File: src/logic/fdc_pkg.sv
// Shared constants, types and decode functions for the floppy status/rate registers
package fdc_pkg;

    // Controller I/O offsets from base
    localparam logic [2:0]  OFS_TAPE      = 3'h3;
    localparam logic [2:0]  OFS_STATUS    = 3'h4;
    localparam logic [2:0]  OFS_DATA      = 3'h5;
    localparam logic [2:0]  OFS_RATE_CTRL = 3'h7;

    // Rate/precomp register fields and reset
    localparam logic [7:0]  RATE_REG_RST  = 8'h02;
    localparam int          BIT_SW_RESET  = 7;
    localparam int          BIT_LOW_POWER = 6;
    localparam int          BIT_RESERVED  = 5;
    localparam int          PRECOMP_LSB   = 2;
    localparam int          PRECOMP_MSB   = 4;
    localparam logic [2:0]  PRECOMP_RST   = 3'h0;
    localparam logic [1:0]  RATE_SEL_RST  = 2'h2;

    // Status register fields
    localparam int          BIT_REQUEST   = 7;
    localparam int          BIT_DIRECTION = 6;

    // Write precompensation delays in femtoseconds
    localparam logic [17:0] DLY_0_PS      = 18'h00000;
    localparam logic [17:0] DLY_41_PS     = 18'h0A2C6;
    localparam logic [17:0] DLY_83_PS     = 18'h1458C;
    localparam logic [17:0] DLY_125_PS    = 18'h1E848;
    localparam logic [17:0] DLY_166_PS    = 18'h28B0E;
    localparam logic [17:0] DLY_208_PS    = 18'h32DCA;
    localparam logic [17:0] DLY_250_PS    = 18'h3D090;

    // Host controller register map (Wishbone byte addresses)
    localparam logic [3:0]  HOST_OFS_REQ  = 4'h0;
    localparam logic [3:0]  HOST_OFS_STAT = 4'h4;
    localparam int          HREQ_WE_BIT   = 8;
    localparam int          HREQ_DATA_LSB = 16;

    // MFM rates; FM is half of each
    typedef enum logic [2:0] {RATE_250K, RATE_300K, RATE_500K, RATE_1M, RATE_2M} rate_t;

    function automatic rate_t rate_decode(input logic [1:0] drt, input logic [1:0] sel);
        rate_t r;
        r = RATE_250K;
        case (sel)
            2'h3: r = RATE_1M;
            2'h0: r = RATE_500K;
            2'h2: r = RATE_250K;
            default: begin
                if (drt == 2'h1) r = RATE_500K;
                else if (drt == 2'h2) r = RATE_2M;
                else r = RATE_300K;
            end
        endcase
        return r;
    endfunction : rate_decode

    function automatic logic [17:0] precomp_delay(input logic [2:0] code, input rate_t r);
        logic [17:0] d;
        d = DLY_0_PS;
        case (code)
            3'h7: d = DLY_0_PS;
            3'h1: d = DLY_41_PS;
            3'h2: d = DLY_83_PS;
            3'h3: d = DLY_125_PS;
            3'h4: d = DLY_166_PS;
            3'h5: d = DLY_208_PS;
            3'h6: d = DLY_250_PS;
            default: d = (r == RATE_1M) ? DLY_41_PS : DLY_125_PS;
        endcase
        return d;
    endfunction : precomp_delay

endpackage : fdc_pkg

File: src/logic/fdc_io_if.sv
// Controller I/O port between host end and device end
`timescale 1ns/1ps
`default_nettype none
interface fdc_io_if;
    logic [2:0] addr;
    logic       wr;
    logic       rd;
    logic [7:0] wdata;
    logic [7:0] rdata;
    modport dev  (input addr, input wr, input rd, input wdata, output rdata);
    modport host (output addr, output wr, output rd, output wdata, input rdata);
endinterface : fdc_io_if
`default_nettype wire

File: src/logic/fdc_status_rate.sv
// Device end: status, tape info and rate/precomp registers of the floppy controller
`timescale 1ns/1ps
`default_nettype none
module fdc_status_rate (
    input  wire logic                MCLK_I,
    input  wire logic                RESET_N_I,
    input  wire logic                CE_I,
    fdc_io_if.dev                    IO,
    input  wire logic                ENH_MODE2_I,
    input  wire logic [1:0]          LAST_DRIVE_I,
    input  wire logic [7:0]          DRIVE_TYPE_CFG_I,
    input  wire logic [1:0]          BOOT_DRIVE_CFG_I,
    input  wire logic [1:0]          DRIVE_RATE_CFG_I,
    input  wire logic                IDENT_I,
    input  wire logic                CTRL_RESET_I,
    input  wire logic [3:0]          SEEK_BUSY_I,
    input  wire logic                CMD_BUSY_I,
    input  wire logic                EXEC_PHASE_I,
    input  wire logic                NON_DMA_I,
    input  wire logic                REQUEST_I,
    input  wire logic                DIR_READ_I,
    input  wire logic [7:0]          TRACK_I,
    input  wire logic [7:0]          PRECOMP_TRACK_I,
    input  wire logic [7:0]          FIFO_RDATA_I,
    output logic                     FIFO_WR_O,
    output logic                     FIFO_RD_O,
    output logic [7:0]               FIFO_WDATA_O,
    output fdc_pkg::rate_t           DATA_RATE_O,
    output logic [1:0]               RATE_SEL_O,
    output logic [17:0]              PRECOMP_PS_O,
    output logic                     DENSITY_SELECT_O,
    output logic                     LOW_POWER_O,
    output logic                     SOFT_RESET_O
);
    import fdc_pkg::*;

    logic [1:0]  rate_sel_r;
    logic [2:0]  precomp_r;
    logic [1:0]  tape_sel_r;
    logic        low_power_r;
    logic        soft_reset_r;
    logic        density_r;
    logic [7:0]  rdata_r;
    logic [7:0]  fifo_wdata_r;
    logic [7:0]  rdata_nxt;
    logic [7:0]  status_now;
    logic [7:0]  tape_now;
    logic [1:0]  drive_type;
    logic [17:0] precomp_nxt;
    rate_t       rate_now;

    logic wr_rate, wr_ctrl, wr_tape, acc_status, acc_data;

    assign wr_rate    = CE_I && IO.wr && (IO.addr == OFS_STATUS);
    assign wr_ctrl    = CE_I && IO.wr && (IO.addr == OFS_RATE_CTRL);
    assign wr_tape    = CE_I && IO.wr && (IO.addr == OFS_TAPE);
    assign acc_status = CE_I && IO.rd && (IO.addr == OFS_STATUS);
    assign acc_data   = CE_I && (IO.rd || IO.wr) && (IO.addr == OFS_DATA);

    ////////////////////////////////////////////////////////////////////////////
    // Status register: live inputs, no latching, so a poll right after a
    // data byte already sees the sequencer's updated request flag
    always_comb begin
        status_now               = 8'h00;
        status_now[3:0]          = SEEK_BUSY_I;
        status_now[4]            = CMD_BUSY_I;
        status_now[5]            = NON_DMA_I && EXEC_PHASE_I;
        status_now[BIT_DIRECTION] = REQUEST_I && DIR_READ_I;
        status_now[BIT_REQUEST]  = REQUEST_I;
    end

    ////////////////////////////////////////////////////////////////////////////
    // Tape register read view
    always_comb begin
        case (LAST_DRIVE_I)
            2'h0: drive_type = DRIVE_TYPE_CFG_I[1:0];
            2'h1: drive_type = DRIVE_TYPE_CFG_I[3:2];
            2'h2: drive_type = DRIVE_TYPE_CFG_I[5:4];
            default: drive_type = DRIVE_TYPE_CFG_I[7:6];
        endcase
        tape_now      = 8'h00;
        tape_now[1:0] = tape_sel_r;
        if (ENH_MODE2_I) begin
            tape_now[5:4] = drive_type;
            tape_now[3:2] = BOOT_DRIVE_CFG_I;
        end
    end

    always_comb begin
        if (IO.addr == OFS_STATUS) begin
            rdata_nxt = status_now;
        end else if (IO.addr == OFS_TAPE) begin
            rdata_nxt = tape_now;
        end else if (IO.addr == OFS_DATA) begin
            rdata_nxt = FIFO_RDATA_I;
        end else begin
            rdata_nxt = 8'h00;
        end
    end

    always_ff @(posedge MCLK_I or negedge RESET_N_I) begin
        if (!RESET_N_I) begin
            rdata_r <= 8'h00;
        end else if (CE_I && IO.rd) begin
            rdata_r <= rdata_nxt;
        end
    end

    // Tape select is kept across soft reset
    always_ff @(posedge MCLK_I or negedge RESET_N_I) begin
        if (!RESET_N_I) begin
            tape_sel_r <= 2'h0;
        end else if (wr_tape) begin
            tape_sel_r <= IO.wdata[1:0];
        end
    end

    ////////////////////////////////////////////////////////////////////////////
    // Rate and precomp storage; only hardware reset touches it
    always_ff @(posedge MCLK_I or negedge RESET_N_I) begin
        if (!RESET_N_I) begin
            rate_sel_r <= RATE_SEL_RST;
            precomp_r  <= PRECOMP_RST;
        end else if (wr_rate) begin
            rate_sel_r <= IO.wdata[1:0];
            precomp_r  <= IO.wdata[PRECOMP_MSB:PRECOMP_LSB];
        end else if (wr_ctrl) begin
            rate_sel_r <= IO.wdata[1:0];
        end
    end

    // Self-clearing: the bit is never stored, only pulsed out
    always_ff @(posedge MCLK_I or negedge RESET_N_I) begin
        if (!RESET_N_I) begin
            soft_reset_r <= 1'b0;
        end else if (CE_I) begin
            soft_reset_r <= wr_rate && IO.wdata[BIT_SW_RESET];
        end
    end

    // A new low-power write in the same cycle as an exit event wins
    always_ff @(posedge MCLK_I or negedge RESET_N_I) begin
        if (!RESET_N_I) begin
            low_power_r <= 1'b0;
        end else if (wr_rate && IO.wdata[BIT_LOW_POWER] && !IO.wdata[BIT_SW_RESET]) begin
            low_power_r <= 1'b1;
        end else if (CE_I && (acc_status || acc_data || soft_reset_r || CTRL_RESET_I)) begin
            low_power_r <= 1'b0;
        end
    end

    ////////////////////////////////////////////////////////////////////////////
    // Drive-side outputs
    assign rate_now    = rate_decode(DRIVE_RATE_CFG_I, rate_sel_r);
    assign precomp_nxt = (TRACK_I >= PRECOMP_TRACK_I)
                       ? precomp_delay(precomp_r, rate_now)
                       : DLY_0_PS;

    always_ff @(posedge MCLK_I or negedge RESET_N_I) begin
        if (!RESET_N_I) begin
            DATA_RATE_O  <= RATE_250K;
            RATE_SEL_O   <= RATE_SEL_RST;
            PRECOMP_PS_O <= DLY_0_PS;
        end else if (CE_I) begin
            DATA_RATE_O  <= rate_now;
            RATE_SEL_O   <= rate_sel_r;
            PRECOMP_PS_O <= precomp_nxt;
        end
    end

    // High for select 3 (1M) and select 0 (500K) with identity high, inverted with it low
    always_ff @(posedge MCLK_I or negedge RESET_N_I) begin
        if (!RESET_N_I) begin
            density_r <= 1'b1;
        end else if (CE_I) begin
            density_r <= ((rate_sel_r == 2'h3) || (rate_sel_r == 2'h0)) == IDENT_I;
        end
    end

    ////////////////////////////////////////////////////////////////////////////
    // Data register pass-through to the command sequencer
    always_ff @(posedge MCLK_I or negedge RESET_N_I) begin
        if (!RESET_N_I) begin
            fifo_wdata_r <= 8'h00;
        end else if (CE_I && IO.wr && (IO.addr == OFS_DATA)) begin
            fifo_wdata_r <= IO.wdata;
        end
    end

    assign FIFO_WR_O        = CE_I && IO.wr && (IO.addr == OFS_DATA);
    assign FIFO_RD_O        = CE_I && IO.rd && (IO.addr == OFS_DATA);
    assign FIFO_WDATA_O     = fifo_wdata_r;
    assign IO.rdata         = rdata_r;
    assign DENSITY_SELECT_O = density_r;
    assign LOW_POWER_O      = low_power_r;
    assign SOFT_RESET_O     = soft_reset_r;

endmodule : fdc_status_rate
`default_nettype wire

File: src/flat_wrapper.sv
// flat-port wrapper written by rule: the top's interface ports become plain ports
module fdc_status_rate_flat import fdc_pkg::*;
  (MCLK_I, RESET_N_I, CE_I, ENH_MODE2_I, LAST_DRIVE_I, DRIVE_TYPE_CFG_I, BOOT_DRIVE_CFG_I, DRIVE_RATE_CFG_I, IDENT_I, CTRL_RESET_I, SEEK_BUSY_I, CMD_BUSY_I, EXEC_PHASE_I, NON_DMA_I, REQUEST_I, DIR_READ_I, TRACK_I, PRECOMP_TRACK_I, FIFO_RDATA_I, FIFO_WR_O, FIFO_RD_O, FIFO_WDATA_O, DATA_RATE_O, RATE_SEL_O, PRECOMP_PS_O, DENSITY_SELECT_O, LOW_POWER_O, SOFT_RESET_O, IO_addr, IO_wr, IO_rd, IO_wdata, IO_rdata);
  fdc_io_if IO_i ();
  input  wire logic MCLK_I;
  input  wire logic RESET_N_I;
  input  wire logic CE_I;
  input  wire logic ENH_MODE2_I;
  input  wire logic [1:0] LAST_DRIVE_I;
  input  wire logic [7:0] DRIVE_TYPE_CFG_I;
  input  wire logic [1:0] BOOT_DRIVE_CFG_I;
  input  wire logic [1:0] DRIVE_RATE_CFG_I;
  input  wire logic IDENT_I;
  input  wire logic CTRL_RESET_I;
  input  wire logic [3:0] SEEK_BUSY_I;
  input  wire logic CMD_BUSY_I;
  input  wire logic EXEC_PHASE_I;
  input  wire logic NON_DMA_I;
  input  wire logic REQUEST_I;
  input  wire logic DIR_READ_I;
  input  wire logic [7:0] TRACK_I;
  input  wire logic [7:0] PRECOMP_TRACK_I;
  input  wire logic [7:0] FIFO_RDATA_I;
  output logic FIFO_WR_O;
  output logic FIFO_RD_O;
  output logic [7:0] FIFO_WDATA_O;
  output fdc_pkg::rate_t DATA_RATE_O;
  output logic [1:0] RATE_SEL_O;
  output logic [17:0] PRECOMP_PS_O;
  output logic DENSITY_SELECT_O;
  output logic LOW_POWER_O;
  output logic SOFT_RESET_O;
  input wire logic [$bits(IO_i.addr)-1:0] IO_addr;
  input wire logic [$bits(IO_i.wr)-1:0] IO_wr;
  input wire logic [$bits(IO_i.rd)-1:0] IO_rd;
  input wire logic [$bits(IO_i.wdata)-1:0] IO_wdata;
  output wire logic [$bits(IO_i.rdata)-1:0] IO_rdata;
  assign IO_i.addr = IO_addr;
  assign IO_i.wr = IO_wr;
  assign IO_i.rd = IO_rd;
  assign IO_i.wdata = IO_wdata;
  assign IO_rdata = IO_i.rdata;
  fdc_status_rate u_core (.MCLK_I(MCLK_I), .RESET_N_I(RESET_N_I), .CE_I(CE_I), .IO(IO_i), .ENH_MODE2_I(ENH_MODE2_I), .LAST_DRIVE_I(LAST_DRIVE_I), .DRIVE_TYPE_CFG_I(DRIVE_TYPE_CFG_I), .BOOT_DRIVE_CFG_I(BOOT_DRIVE_CFG_I), .DRIVE_RATE_CFG_I(DRIVE_RATE_CFG_I), .IDENT_I(IDENT_I), .CTRL_RESET_I(CTRL_RESET_I), .SEEK_BUSY_I(SEEK_BUSY_I), .CMD_BUSY_I(CMD_BUSY_I), .EXEC_PHASE_I(EXEC_PHASE_I), .NON_DMA_I(NON_DMA_I), .REQUEST_I(REQUEST_I), .DIR_READ_I(DIR_READ_I), .TRACK_I(TRACK_I), .PRECOMP_TRACK_I(PRECOMP_TRACK_I), .FIFO_RDATA_I(FIFO_RDATA_I), .FIFO_WR_O(FIFO_WR_O), .FIFO_RD_O(FIFO_RD_O), .FIFO_WDATA_O(FIFO_WDATA_O), .DATA_RATE_O(DATA_RATE_O), .RATE_SEL_O(RATE_SEL_O), .PRECOMP_PS_O(PRECOMP_PS_O), .DENSITY_SELECT_O(DENSITY_SELECT_O), .LOW_POWER_O(LOW_POWER_O), .SOFT_RESET_O(SOFT_RESET_O));
endmodule
File: config.mk
export PLATFORM = sky130hd
export DESIGN_NAME = fdc_status_rate_flat
export DESIGN_NICKNAME = d
export VERILOG_FILES = /design/src/logic/fdc_pkg.sv /design/src/logic/fdc_io_if.sv /design/src/logic/fdc_status_rate.sv /design/src/flat_wrapper.sv
export SDC_FILE = /design/constraint.sdc
export NUM_CORES = 1
export LEC_CHECK = 0
export BUFFER_PORTS_ARGS = -buffer_cell sky130_fd_sc_hd__buf_2
export CAP_MARGIN = 10
export CORE_ASPECT_RATIO = 1.25
export CORE_MARGIN = 2
export CORE_UTILIZATION = 45
export DETAILED_ROUTE_END_ITERATION = 7
export PLACE_DENSITY = 0.8
export REMOVE_ABC_BUFFERS = 1
export SYNTH_ARGS = -nofsm -noshare
export SYNTH_HDL_FRONTEND = slang
export SYNTH_SLANG_ARGS = --single-unit
export TNS_END_PERCENT = 100
File: constraint.sdc
create_clock -name MCLK_I -period 2.86 [get_ports MCLK_I]
set_input_delay 0.286 -clock MCLK_I [delete_from_list [all_inputs] [get_ports MCLK_I]]
set_output_delay 0.286 -clock MCLK_I [all_outputs]
set_load 0.005 [all_outputs]
* After elaboration in Yosys (flattened, before gate mapping)
Index checks and enable logic that the tools add are counted.
Widths: inputs -> output; s select.
** Operators by class
- Magnitude comparators :: 1
- Equality and inequality tests :: 19
- Multiplexer cells :: 15
- Reductions and logical operators :: 26
** Operator list (number)
- $pmux 18 s7 :: 1
- $mux 8 :: 3
- $eq 3x3->1 const B :: 7
- $mux 18 :: 1
- $mux 17 :: 1
- $logic_and 1x1->1 :: 16
- $eq 3x2->1 const B :: 4
- $pmux 3 s3 :: 1
- $eq 2x2->1 const B :: 4
- $ge 8x8->1 :: 1
- $mux 3 :: 2
- $pmux 2 s3 :: 1
- $logic_or 1x1->1 :: 5
- $eq 2x1->1 const B :: 2
- $logic_not 2->1 :: 2
- $mux 2 :: 2
- $mux 4 :: 1
- $reduce_bool 2->1 :: 2
- $eq 3x1->1 const B :: 1
- $mux 1 :: 2
- $eq 1x1->1 :: 1
- $logic_not 1->1 :: 1
** Word-level totals
- Flip-flop bits (word level) :: 49
- Input port bits :: 66

* Logic depth before layout (Yosys ltp)
Gate-level depths: netlist (run 1).
- Depth after elaboration :: 9
- Gate-level depth with buffers :: 8
- Depth with buffers taken out :: 7

* Worst setup path after synthesis (run 1)
No wires, ideal clock.
- Path type :: input to register
- Start :: in TRACK_I[0]
- End :: reg u_core.PRECOMP_PS_O[15]
- Setup time :: 0.144 ns
- Data arrival time :: 1.506 ns
- Setup slack :: 1.211 ns
- Cell stages on the path :: 8
- Path through :: inv_1 -> ha_1 -> nand2b_4 -> a2111oi_4 -> o211ai_2 -> nand2_2 -> buf_6 -> o32ai_4
** Between the ends
- Cells in the longest elaborated chain, start to end :: 2
** Ends and longest elaborated chain
- start: declaration :: RTL line flat_wrapper.sv:21 : input wire logic [7:0] TRACK_I;
- $ge 8x8->1 :: RTL line fdc_status_rate.sv:155 : assign precomp_nxt = (TRACK_I >= PRECOMP_TRACK_I)
- $mux 18 :: RTL line fdc_status_rate.sv:156 : ? precomp_delay(precomp_r, rate_now)
- end signal: assignment :: RTL line fdc_status_rate.sv:167 : PRECOMP_PS_O <= precomp_nxt;
- end: declaration :: RTL line fdc_status_rate.sv:30 : output logic [17:0] PRECOMP_PS_O,
No other way between the ends.
A chain may end at the register's enable or synchronous reset.

* Worst setup path in the final report (run 1)
- Start :: in CE_I
- End :: out FIFO_RD_O
** Between the ends
- Cells in the longest elaborated chain, start to end :: 2
** Ends and longest elaborated chain
- start: declaration :: RTL line flat_wrapper.sv:7 : input wire logic CE_I;
- $logic_and 1x1->1 (2 in a row) :: RTL line fdc_status_rate.sv:191 : assign FIFO_RD_O = CE_I && IO.rd && (IO.addr == OFS_DATA);
- end: declaration :: RTL line flat_wrapper.sv:25 : output logic FIFO_RD_O;
No other way between the ends.

==> metrics.cfg, run 1 <==
[outcome]
status=completed

[global_route]
grt_max_degree=46
grt_pass1_wl_um=9270
grt_overflow_total=0
antenna_found_initial=0
grt_pass1_vias=1996
grt_usage=0.194

[finish]
final_common_cell=buf_2
final_core_util=0.582
nets=414
area_growth_pct=26.8
final_cell_mix=107 x buf_2, 42 x dfrtp_1, 22 x nand2_1
antenna_cells=0
final_layout_size_suffix_gt1_frac=0.442
fin_area_um2=3120
fillerInstances=456

[sta]
maxSlewViolCount=0
rsz0062_at_grt=no
slew_headroom=0.347
period_needed_ns=1.68
setup_viol=0
fin_crit_sh=0.587
whs_ns=0.135
worstMarginPinSlew_ns=0.979
fin_setup_tns_ns=0
fmax_mhz=596
fin_skew_ns=0.00490
report.final.hold_viol_count=0

[route]
met1Wirelength_um=2200
viasPerCell=5.20
avgRoutedWirePerCell_um=14.2
vias=2085
drt_wl_total_um=5680
wl_met3_um=407
top_layer=met4
wl_met2_um=2990
drc=0
first_pass_iters=4
drt_iter0_drc=51
postRouteAntennaNets=0

[setup_path]
r2r_start=u_core.rate_sel_r[1]$_DFFE_PN1P_
cp.arrival_ns=1.39
reg2reg_to=u_core.PRECOMP_PS_O[14]$_DFFE_PN0P_
path_buf_inv=2
regToRegSetupSlack_ns=1.41
cp_data_required_time_ns=2.57
crit_path_top_delay_cell=nand2_1
crit_fanout=18
critical_path_class=in2out
crit_path_max_incr_delay_ns=0.37
crit_top_cell=buf_2
cp_top_family=simple AND/OR/NAND/NOR gates
crit_chain=buf_2, nand2_1, nor2_1, buf_2
start_kind=input port
end_kind=output pin
reg2regPathDepth=5

[yosys]
synthArstFlopShare=1.00
syn_avg_cell_area_um2=10.5
yosys.area_share.adder=0.0609
synth_xor_area_frac=0.00356
ys.flop_type=dfrtp_1
synth_top_family_by_area=compound AO/OA/AOI/OAI gates
synth_top_area_cell=dfrtp_1
synth_edf_count=0
syn_inst=234
muxShareOfSynthArea=0.113
yosysTopAreaCellShare=0.427
yosys-top-cells-area=dfrtp_1 43%, mux2_2 8.2%, ha_1 6.1%, o21ai_0 3.5%, nand2_1 3.4%
yosysSeqAreaShare=0.459
yosysUniqueCellTypes=44
synth_simple_gate_area_frac=0.127
synth-seq-cells=45
yosysWarnings=0
synth_compound_area_frac=0.171
syn_area_um2=2460

[pwr]
power.total_mw=1.84
cellPowerDensity_nw_per_um2=590
cellLeakagePower_nw=1.62
max-vdd-ir-drop_mv=0.333

[die]
core_um2=5370
fp.dieH_um=86.7
die-area_um2=6090
initial_core_util=0.459
die_width_um=70.2
ios=110
fp-row-count=30

[clocking]
cts_tree=built
worstSkewPairLatency_ns=0.30
cts_root_buf=clkbuf_8
cts_hold_buf=0
cts.sinks=45
post_cts_buffers=0
cts_made_buffers=5
clk_transition_reported_paths_ns=0.08
ctsLongestPathBuffers=2
cts_htree_levels=2
cts_resized=0

[job]
drv_cap=0

[placed_design]
gp_congestion=0.787
dpl_cell_area_um2=3010
portBuffers=107
detailed_place_hpwl_um=4440

[hold_path]
hold_class=in2async

## worst max path at each step
stage                    start                             endpoint  slack [ns]  cells after the start
floorplan           TRACK_I[0]  u_core.PRECOMP_PS_O[12]$_DFFE_PN0P_        1.23                      7
global placement    TRACK_I[0]  u_core.PRECOMP_PS_O[12]$_DFFE_PN0P_        1.07                      8
detailed placement        CE_I   u_core.PRECOMP_PS_O[9]$_DFFE_PN0P_        0.92                      5
CTS                       CE_I                            FIFO_RD_O        1.21                      4
global route              CE_I   u_core.PRECOMP_PS_O[9]$_DFFE_PN0P_        1.05                      5
finish                    CE_I                            FIFO_RD_O        1.18                      4
## worst reg2reg max path, delay by kind of cell (launching register included)
family          cells  cell delay (ns)
compound gates      2             0.38
fa+ha+maj           1             0.26
flops               1             0.54
simple gates        2             0.16
## state kept, by name, summed over array words and instances (netlist names)
register and count:
u_core.DATA_RATE_O 3, u_core.DENSITY_SELECT_O 1, u_core.FIFO_WDATA_O 8, u_core.IO.rdata 8, u_core.LOW_POWER_O 1, u_core.PRECOMP_PS_O 14
u_core.RATE_SEL_O 2, u_core.SOFT_RESET_O 1, u_core.precomp_r 3, u_core.rate_sel_r 2, u_core.tape_sel_r 2
## per-stage QoR
stage / setup slack [ns] / std cells
6_report: 1.18 / 401
2_1_floorplan: 1.23 / 221
3_3_place_gp: 1.07 / 393
5_1_grt: 1.05 / 401
4_1_cts: 1.21 / 401
3_5_place_dp: 0.919 / 393
## power breakdown
group / switching [mW] / internal (mW)
sequential: 0.0898 / 0.761
combinational: 0.234 / 0.252
clock: 0.220 / 0.285
## area by class of cell
| type | count | area (um2) | area share |
|---|---|---|---|
| multi-input combinational | 156 | 1180 | 0.377 |
| sequential | 45 | 1130 | 0.362 |
| timing repair buffer | 108 | 543 | 0.174 |
| clock buffer | 7 | 86.3 | 0.0276 |
| tap | 64 | 80.1 | 0.0256 |
| inverter | 20 | 75.1 | 0.0240 |
| clock inverter | 1 | 30.0 | 0.00962 |
## cell usage after synthesis, drive strengths merged (3+ instances only)
library cell	n
mux2	18
ha	12
dfrtp	42
buf	8
clkbuf	6
nand2b	7
dfstp	3
o32ai	3
mux2i	3
inv	20
a21oi	10
nor2	18
o2bb2ai	9
nand3	5
a32o	4
nand2	25
o21ai	19
## routing by layer
layer,up-vias,track usage
li1,1018,-
met2,88,0.351
met5,-,0
met4,0,0.0787
met3,7,0.0419
met1,972,0.225
## logic make-up (layout without fill, tap and decap cells)
kind of cell    Yosys count  count (layout)
compound gates           56              56
xor+xnor                  1               1
fa+ha+maj                12              12
buf+inv                  34             136
flops                    45              45
mux                      23              23
other cells               1               2
simple gates             62              62
No activity file was read; power rests on OpenSTA's default activity.
==> inputs of run 2 (changes only) <==
Clock period 2.86 ns to 1.56 ns, I/O delays scaled along.
==> run 2 against run 1 <==
Against the previous run: hold slack lost 0.054 ns; sequential power grew 83%; highest routed layer unchanged; clock-buffer cell count shrank 1; first-iteration DRC count grew 61%; clock power grew 83%; global-route usage grew 0.17 points.
==> metrics.cfg, run 2 (synthesis gave the netlist of run 1 again) <==
[global_route]
grt_pass1_vias=2075  ; +4.0%
grt_max_degree=46  ; unchanged
grt_overflow_total=0  ; unchanged
grt_pass1_wl_um=9290  ; +0.23%
grt_usage=0.196  ; +0.00174
antenna_found_initial=0  ; unchanged

[route]
vias=2134  ; +2.4%
top_layer=met4
drc=0  ; unchanged
drt_wl_total_um=5700  ; +0.28%
drt_iter0_drc=82  ; +61%
first_pass_iters=4  ; unchanged
viasPerCell=5.20  ; +0.10%
wl_met3_um=411  ; +0.98%
postRouteAntennaNets=0  ; unchanged
wl_met2_um=3110  ; +4.2%
met1Wirelength_um=2080  ; -5.3%
avgRoutedWirePerCell_um=13.9  ; -1.9%

[job]
drv_cap=0  ; unchanged

[setup_path]
start_kind=input port
regToRegSetupSlack_ns=0.19  ; -1.22 ns
crit_path_top_delay_cell=a2111oi_4
crit_chain=buf_2, inv_1, ha_1, nand2b_4, a2111oi_4, o211ai_2, nand2_2, o32ai_1
cp_top_family=compound AO/OA/AOI/OAI gates
crit_fanout=13  ; -5
end_kind=flip-flop
critical_path_class=in2reg
path_buf_inv=2  ; unchanged
cp.arrival_ns=1.57  ; +0.18 ns
crit_path_max_incr_delay_ns=0.35  ; -0.02 ns
cp_data_required_time_ns=1.74  ; -0.83 ns

[sta]
fin_setup_tns_ns=0  ; unchanged
period_needed_ns=1.39
report.final.hold_viol_count=0  ; unchanged
slew_headroom=0.624  ; +0.277
rsz0062_at_grt=no
fin_skew_ns=0.00596  ; +0.00106 ns
worstMarginPinSlew_ns=0.564  ; -0.415 ns
fin_crit_sh=0.892
setup_viol=0  ; unchanged
maxSlewViolCount=0  ; unchanged
whs_ns=0.0804  ; -0.0544 ns
fmax_mhz=718

[finish]
final_common_cell=buf_2
largest_register=u_core.PRECOMP_PS_O
final_cell_mix=107 x buf_2, 42 x dfrtp_1, 22 x nand2_1
final_cells=410  ; +2.2%
largest_register_ffs=14  ; unchanged
final_layout_size_suffix_gt1_frac=0.457  ; +0.0145
area_growth_pct=29.8
fin_area_um2=3200  ; +2.4%
nets=423  ; +2.2%
antenna_cells=0  ; unchanged
final_core_util=0.596  ; +0.0138

[die]
die-area_um2=6090  ; unchanged
die_width_um=70.2  ; unchanged
initial_core_util=0.459  ; unchanged
core_um2=5370  ; unchanged
fp.dieH_um=86.7  ; unchanged
fp-row-count=30  ; unchanged
ios=110  ; unchanged

[clocking]
cts_tree=built
cts_root_buf=clkbuf_8
cts_resized=0  ; unchanged
clk_transition_reported_paths_ns=0.09  ; about the same
cts_htree_levels=2  ; unchanged
worstSkewPairLatency_ns=0.30  ; about the same
cts.sinks=45  ; unchanged
ctsLongestPathBuffers=2  ; unchanged
cts_made_buffers=5  ; unchanged

[pwr]
cellLeakagePower_nw=1.66  ; +2.6%
p_comb_frac=0.268  ; +0.004
p_sw_uw=999  ; +84%
power_frac_seq=0.460  ; -0.002
p_int_mw=2.40  ; +85%
cellPowerDensity_nw_per_um2=1060  ; +80%
pwr-share-clk=0.273  ; about the same
switching_share=0.294  ; -0.00127
max-vdd-ir-drop_mv=0.525  ; +58%

[placed_design]
detailed_place_hpwl_um=4540  ; +2.4%
portBuffers=107  ; unchanged
dp_cells=401  ; +2.0%
gp_congestion=0.807  ; +2.5%
dpl_cell_area_um2=3070  ; +2.0%

[outcome]
status=completed

[hold_path]
hold_class=in2reg

-- run 2: area by class of cell --
type                       count  area (um2)
clock buffer                   6        82.6
timing repair buffer         117         613
clock inverter                 2        37.5
multi-input combinational    156        1180
fill                         481        2170
tap                           64        80.1
inverter                      20        75.1
sequential                    45        1130
-- run 2: layer usage --
metal	global-route usage	up-vias
met5	0	-
met4	0.0752	0
met3	0.0500	10
met2	0.382	93
met1	0.199	1000
li1	-	1031
-- run 2: metrics by stage --
| stage | power, mW | setup slack, ns |
|---|---|---|
| after CTS | 3.44 | 0.154 |
| after detailed placement | 2.51 | -0.170 |
| after global placement | 2.47 | -0.0962 |
| final | 3.40 | 0.168 |
| after floorplan | 2.06 | 0.0646 |
| after global routing | 3.61 | 0.0547 |
-- run 2: worst min-delay path, stage by stage --
cell     delay (ns)
buf_2          0.11
nand2_1        0.05
o21ai_0        0.06
-- run 2: what timing repair did --
action	in CTS	in global routing
hold endpoints to repair	42	0
endpoints found under the setup margin	0	0
buffers inserted	0	0
hold buffers	1	0
-- run 2: final timing paths --
check	start	endpoint	cells past startpoint
worst min-delay path	IO_wdata[1]	u_core.rate_sel_r[1]$_DFFE_PN1P_	3
max in group asynchronous	RESET_N_I	u_core.PRECOMP_PS_O[13]$_DFFE_PN0P_	3
worst max register to register	u_core.rate_sel_r[1]$_DFFE_PN1P_	u_core.PRECOMP_PS_O[14]$_DFFE_PN0P_	5
worst min register to register	u_core.PRECOMP_PS_O[7]$_DFFE_PN0P_	u_core.PRECOMP_PS_O[7]$_DFFE_PN0P_	1
worst max-delay path	TRACK_I[0]	u_core.PRECOMP_PS_O[12]$_DFFE_PN0P_	8
min in group asynchronous	RESET_N_I	u_core.IO.rdata[1]$_DFFE_PN0N_	3
-- run 2: power by group through the flow --
stage          combinational [mW]  sequential [mW]  clock, mW
2_1_floorplan               0.487             1.57          0
3_3_place_gp                0.898             1.57          0
3_5_place_dp                0.927             1.58          0
4_1_cts                     0.929             1.56      0.952
5_1_grt                      1.02             1.60      0.996
6_report                    0.909             1.56      0.926
==> inputs of run 3 (changes only) <==
Settings changed: BUFFER_PORTS_ARGS -buffer_cell sky130_fd_sc_hd__buf_2 to unset, CTS_BUF_LIST set to sky130_fd_sc_hd__clkbuf_4 sky130_fd_sc_hd__clkbuf_8 sky130_fd_sc_hd__clkbuf_16, DONT_BUFFER_PORTS set to 1, PLACE_DENSITY 0.8 to 0.63.
==> run 3 against run 2 <==
Against the previous run: final cell count down 25%; combinational power down 31%; sequential power up 3%; utilization down 9.1 points; first-iteration DRC count up 7.3%; non-clock buffer count down 102; sequential share of layout area up 6.4 points; die area unchanged; register-to-register slack about the same; highest routed layer unchanged.
==> metrics.cfg, run 3 (synthesis gave the netlist of run 1 again) <==
[finish]
antenna_cells=0  ; unchanged
largest_register_ffs=14  ; unchanged
final_layout_size_suffix_gt1_frac=0.193  ; -0.264
final_common_cell=dfrtp_1
final_core_util=0.504  ; -0.0911
fillerInstances=516  ; +7.3%
final_cells=308  ; -25%
area_growth_pct=9.90
multiInputGateArea_um2=1180  ; unchanged
final_cell_mix=42 x dfrtp_1, 22 x nand2_1, 20 x inv_1
largest_register=u_core.PRECOMP_PS_O
final-seq-area_um2=1130  ; unchanged
nets=321  ; -24%

[pwr]
p_comb_frac=0.213  ; -0.055
cellLeakagePower_nw=1.21  ; -27%
cellPowerDensity_nw_per_um2=1090  ; +2.7%
pwr-share-clk=0.241  ; -0.032
power_frac_seq=0.546  ; +0.086
p_int_mw=2.05  ; -14%
max-vdd-ir-drop_mv=0.589  ; +12%
p_sw_uw=902  ; -9.7%
switching_share=0.305  ; +0.0113

[route]
avgRoutedWirePerCell_um=17.0  ; +22%
first_pass_iters=4  ; unchanged
postRouteAntennaNets=0  ; unchanged
viasPerCell=5.60  ; +7.7%
drc=0  ; unchanged
vias=1726  ; -19%
drt_wl_total_um=5230  ; -8.3%
drt_iter0_drc=88  ; +7.3%

[clocking]
clk_transition_reported_paths_ns=0.08  ; about the same
cts_made_buffers=5  ; unchanged
cts_tree=built
ctsLongestPathBuffers=2  ; unchanged
cts_htree_levels=2  ; unchanged
cts.sinks=45  ; unchanged
cts_root_buf=clkbuf_8
worstSkewPairLatency_ns=0.29  ; about the same

[sta]
setup_viol=0  ; unchanged
maxSlewViolCount=0  ; unchanged
fin_skew_ns=0.00364  ; -0.00232 ns
fin_crit_sh=0.881  ; -0.0117
fin_setup_tns_ns=0  ; unchanged
whs_ns=0.0128  ; -0.0677 ns
postLayoutSetupSlackWorst_ns=0.186  ; +0.0183 ns
fmax_mhz=728  ; +1.3%
rsz0062_at_grt=no
report.final.hold_viol_count=0  ; unchanged
period_needed_ns=1.37  ; -0.0183 ns

[global_route]
grt_usage=0.179  ; -0.0172
grt_overflow_total=0  ; unchanged
grt_pass1_vias=1755  ; -15%
antenna_found_initial=0  ; unchanged
grt_max_degree=46  ; unchanged
grt_pass1_wl_um=8560  ; -7.9%

[setup_path]
critical_path_class=reg2reg
crit_chain=ha_1, nor2_1, nor2_1, o21ai_1, a32o_1
reg2regPathDepth=5  ; unchanged
r2r_start=u_core.rate_sel_r[1]$_DFFE_PN1P_
path_buf_inv=0  ; -2
crit_path_max_incr_delay_ns=0.54  ; +0.19 ns
cp_top_family=flip-flops
start_kind=flip-flop
crit_fanout=4  ; -9
cp.arrival_ns=1.56  ; about the same
regToRegSetupSlack_ns=0.19  ; about the same
reg2reg_to=u_core.PRECOMP_PS_O[14]$_DFFE_PN0P_
crit_path_top_delay_cell=dfstp_2
cp_data_required_time_ns=1.74  ; about the same
crit_top_cell=nor2_1
end_kind=flip-flop

[outcome]
status=completed

[die]
ios=110  ; unchanged
initial_core_util=0.459  ; unchanged
fp.dieH_um=86.7  ; unchanged
die_width_um=70.2  ; unchanged
fp-row-count=30  ; unchanged
core_um2=5370  ; unchanged
die-area_um2=6090  ; unchanged

[hold_path]
hold_class=in2reg
hold_end=u_core.FIFO_WDATA_O[6]$_DFFE_PN0P_
min_from=IO_wdata[6]
hold_path_depth=1  ; -2

[placed_design]
detailed_place_hpwl_um=3970  ; -13%
portBuffers=0  ; -100%
dp_cells=289  ; -28%
place_ws_ns=-0.0871  ; +0.0831 ns
gp_congestion=0.769  ; -4.7%

[job]
drv_cap=0  ; unchanged

run 3: cell types whose count changed in the layout (fill, tap and decap cells not counted), sizes merged:
cell and change:
bufinv -1, clkinvlp -1, buf -111, dlygate4sd3 +9
clkinv +2
run 3: worst max path at each step:
stage / endpoint / start / cells after the start
after global placement: u_core.PRECOMP_PS_O[12]$_DFFE_PN0P_ / TRACK_I[0] / 7
after detailed placement: u_core.PRECOMP_PS_O[12]$_DFFE_PN0P_ / TRACK_I[0] / 7
after floorplan: u_core.PRECOMP_PS_O[12]$_DFFE_PN0P_ / TRACK_I[0] / 7
final: u_core.PRECOMP_PS_O[14]$_DFFE_PN0P_ / u_core.rate_sel_r[1]$_DFFE_PN1P_ / 5
after global routing: u_core.PRECOMP_PS_O[7]$_DFFE_PN0P_ / u_core.rate_sel_r[1]$_DFFE_PN1P_ / 6
after CTS: u_core.PRECOMP_PS_O[16]$_DFFE_PN0P_ / u_core.rate_sel_r[0]$_DFFE_PN0P_ / 6
run 3: power groups by stage:
stage / Combinational (mW) / Clock, mW / Sequential (mW)
floorplan: 0.487 / 0 / 1.57
global placement: 0.561 / 0 / 1.64
detailed placement: 0.579 / 0 / 1.64
CTS: 0.629 / 0.738 / 1.62
global route: 0.725 / 0.783 / 1.65
finish: 0.630 / 0.712 / 1.61
run 3: final cells by class:
class                           instances  area share
Sequential cell                        45       0.417
Clock buffer                            6      0.0282
Timing Repair Buffer                   15      0.0582
Clock inverter                          2     0.00370
Multi-Input combinational cell        156       0.435
Tap cell                               64      0.0296
Inverter                               20      0.0277
run 3: repair_timing:
item                                    in CTS  in global routing
hold endpoints to repair                    55                  5
hold buffers                                 6                  5
resized for setup                            0                  1
endpoints found under the setup margin       0                  2
setup buffers                                0                  0
run 3: stage by stage:
| step | power [mW] | cell area [um2] |
|---|---|---|
| floorplan | 2.06 | 2380 |
| global placement | 2.20 | 2490 |
| detailed placement | 2.22 | 2490 |
| CTS | 2.99 | 2660 |
| global route | 3.16 | 2710 |
| finish | 2.95 | 2710 |
run 3: worst reg2reg max path: stages, from the launching register on:
cell and delay, ns:
dfstp_2 0.54, ha_1 0.24, nor2_1 0.07, nor2_1 0.09
o21ai_1 0.09, a32o_1 0.24
run 3: layer usage:
layer | global-route usage | routed length [um] | vias up | part of all wire
met2 | 0.325 | 2770 | 83 | 0.53
met5 | 0 | 0 | - | 0
met1 | 0.201 | 1940 | 807 | 0.37
met3 | 0.0523 | 428 | 8 | 0.082
met4 | 0.0594 | 88 | 0 | 0.017
li1 | - | - | 828 | -
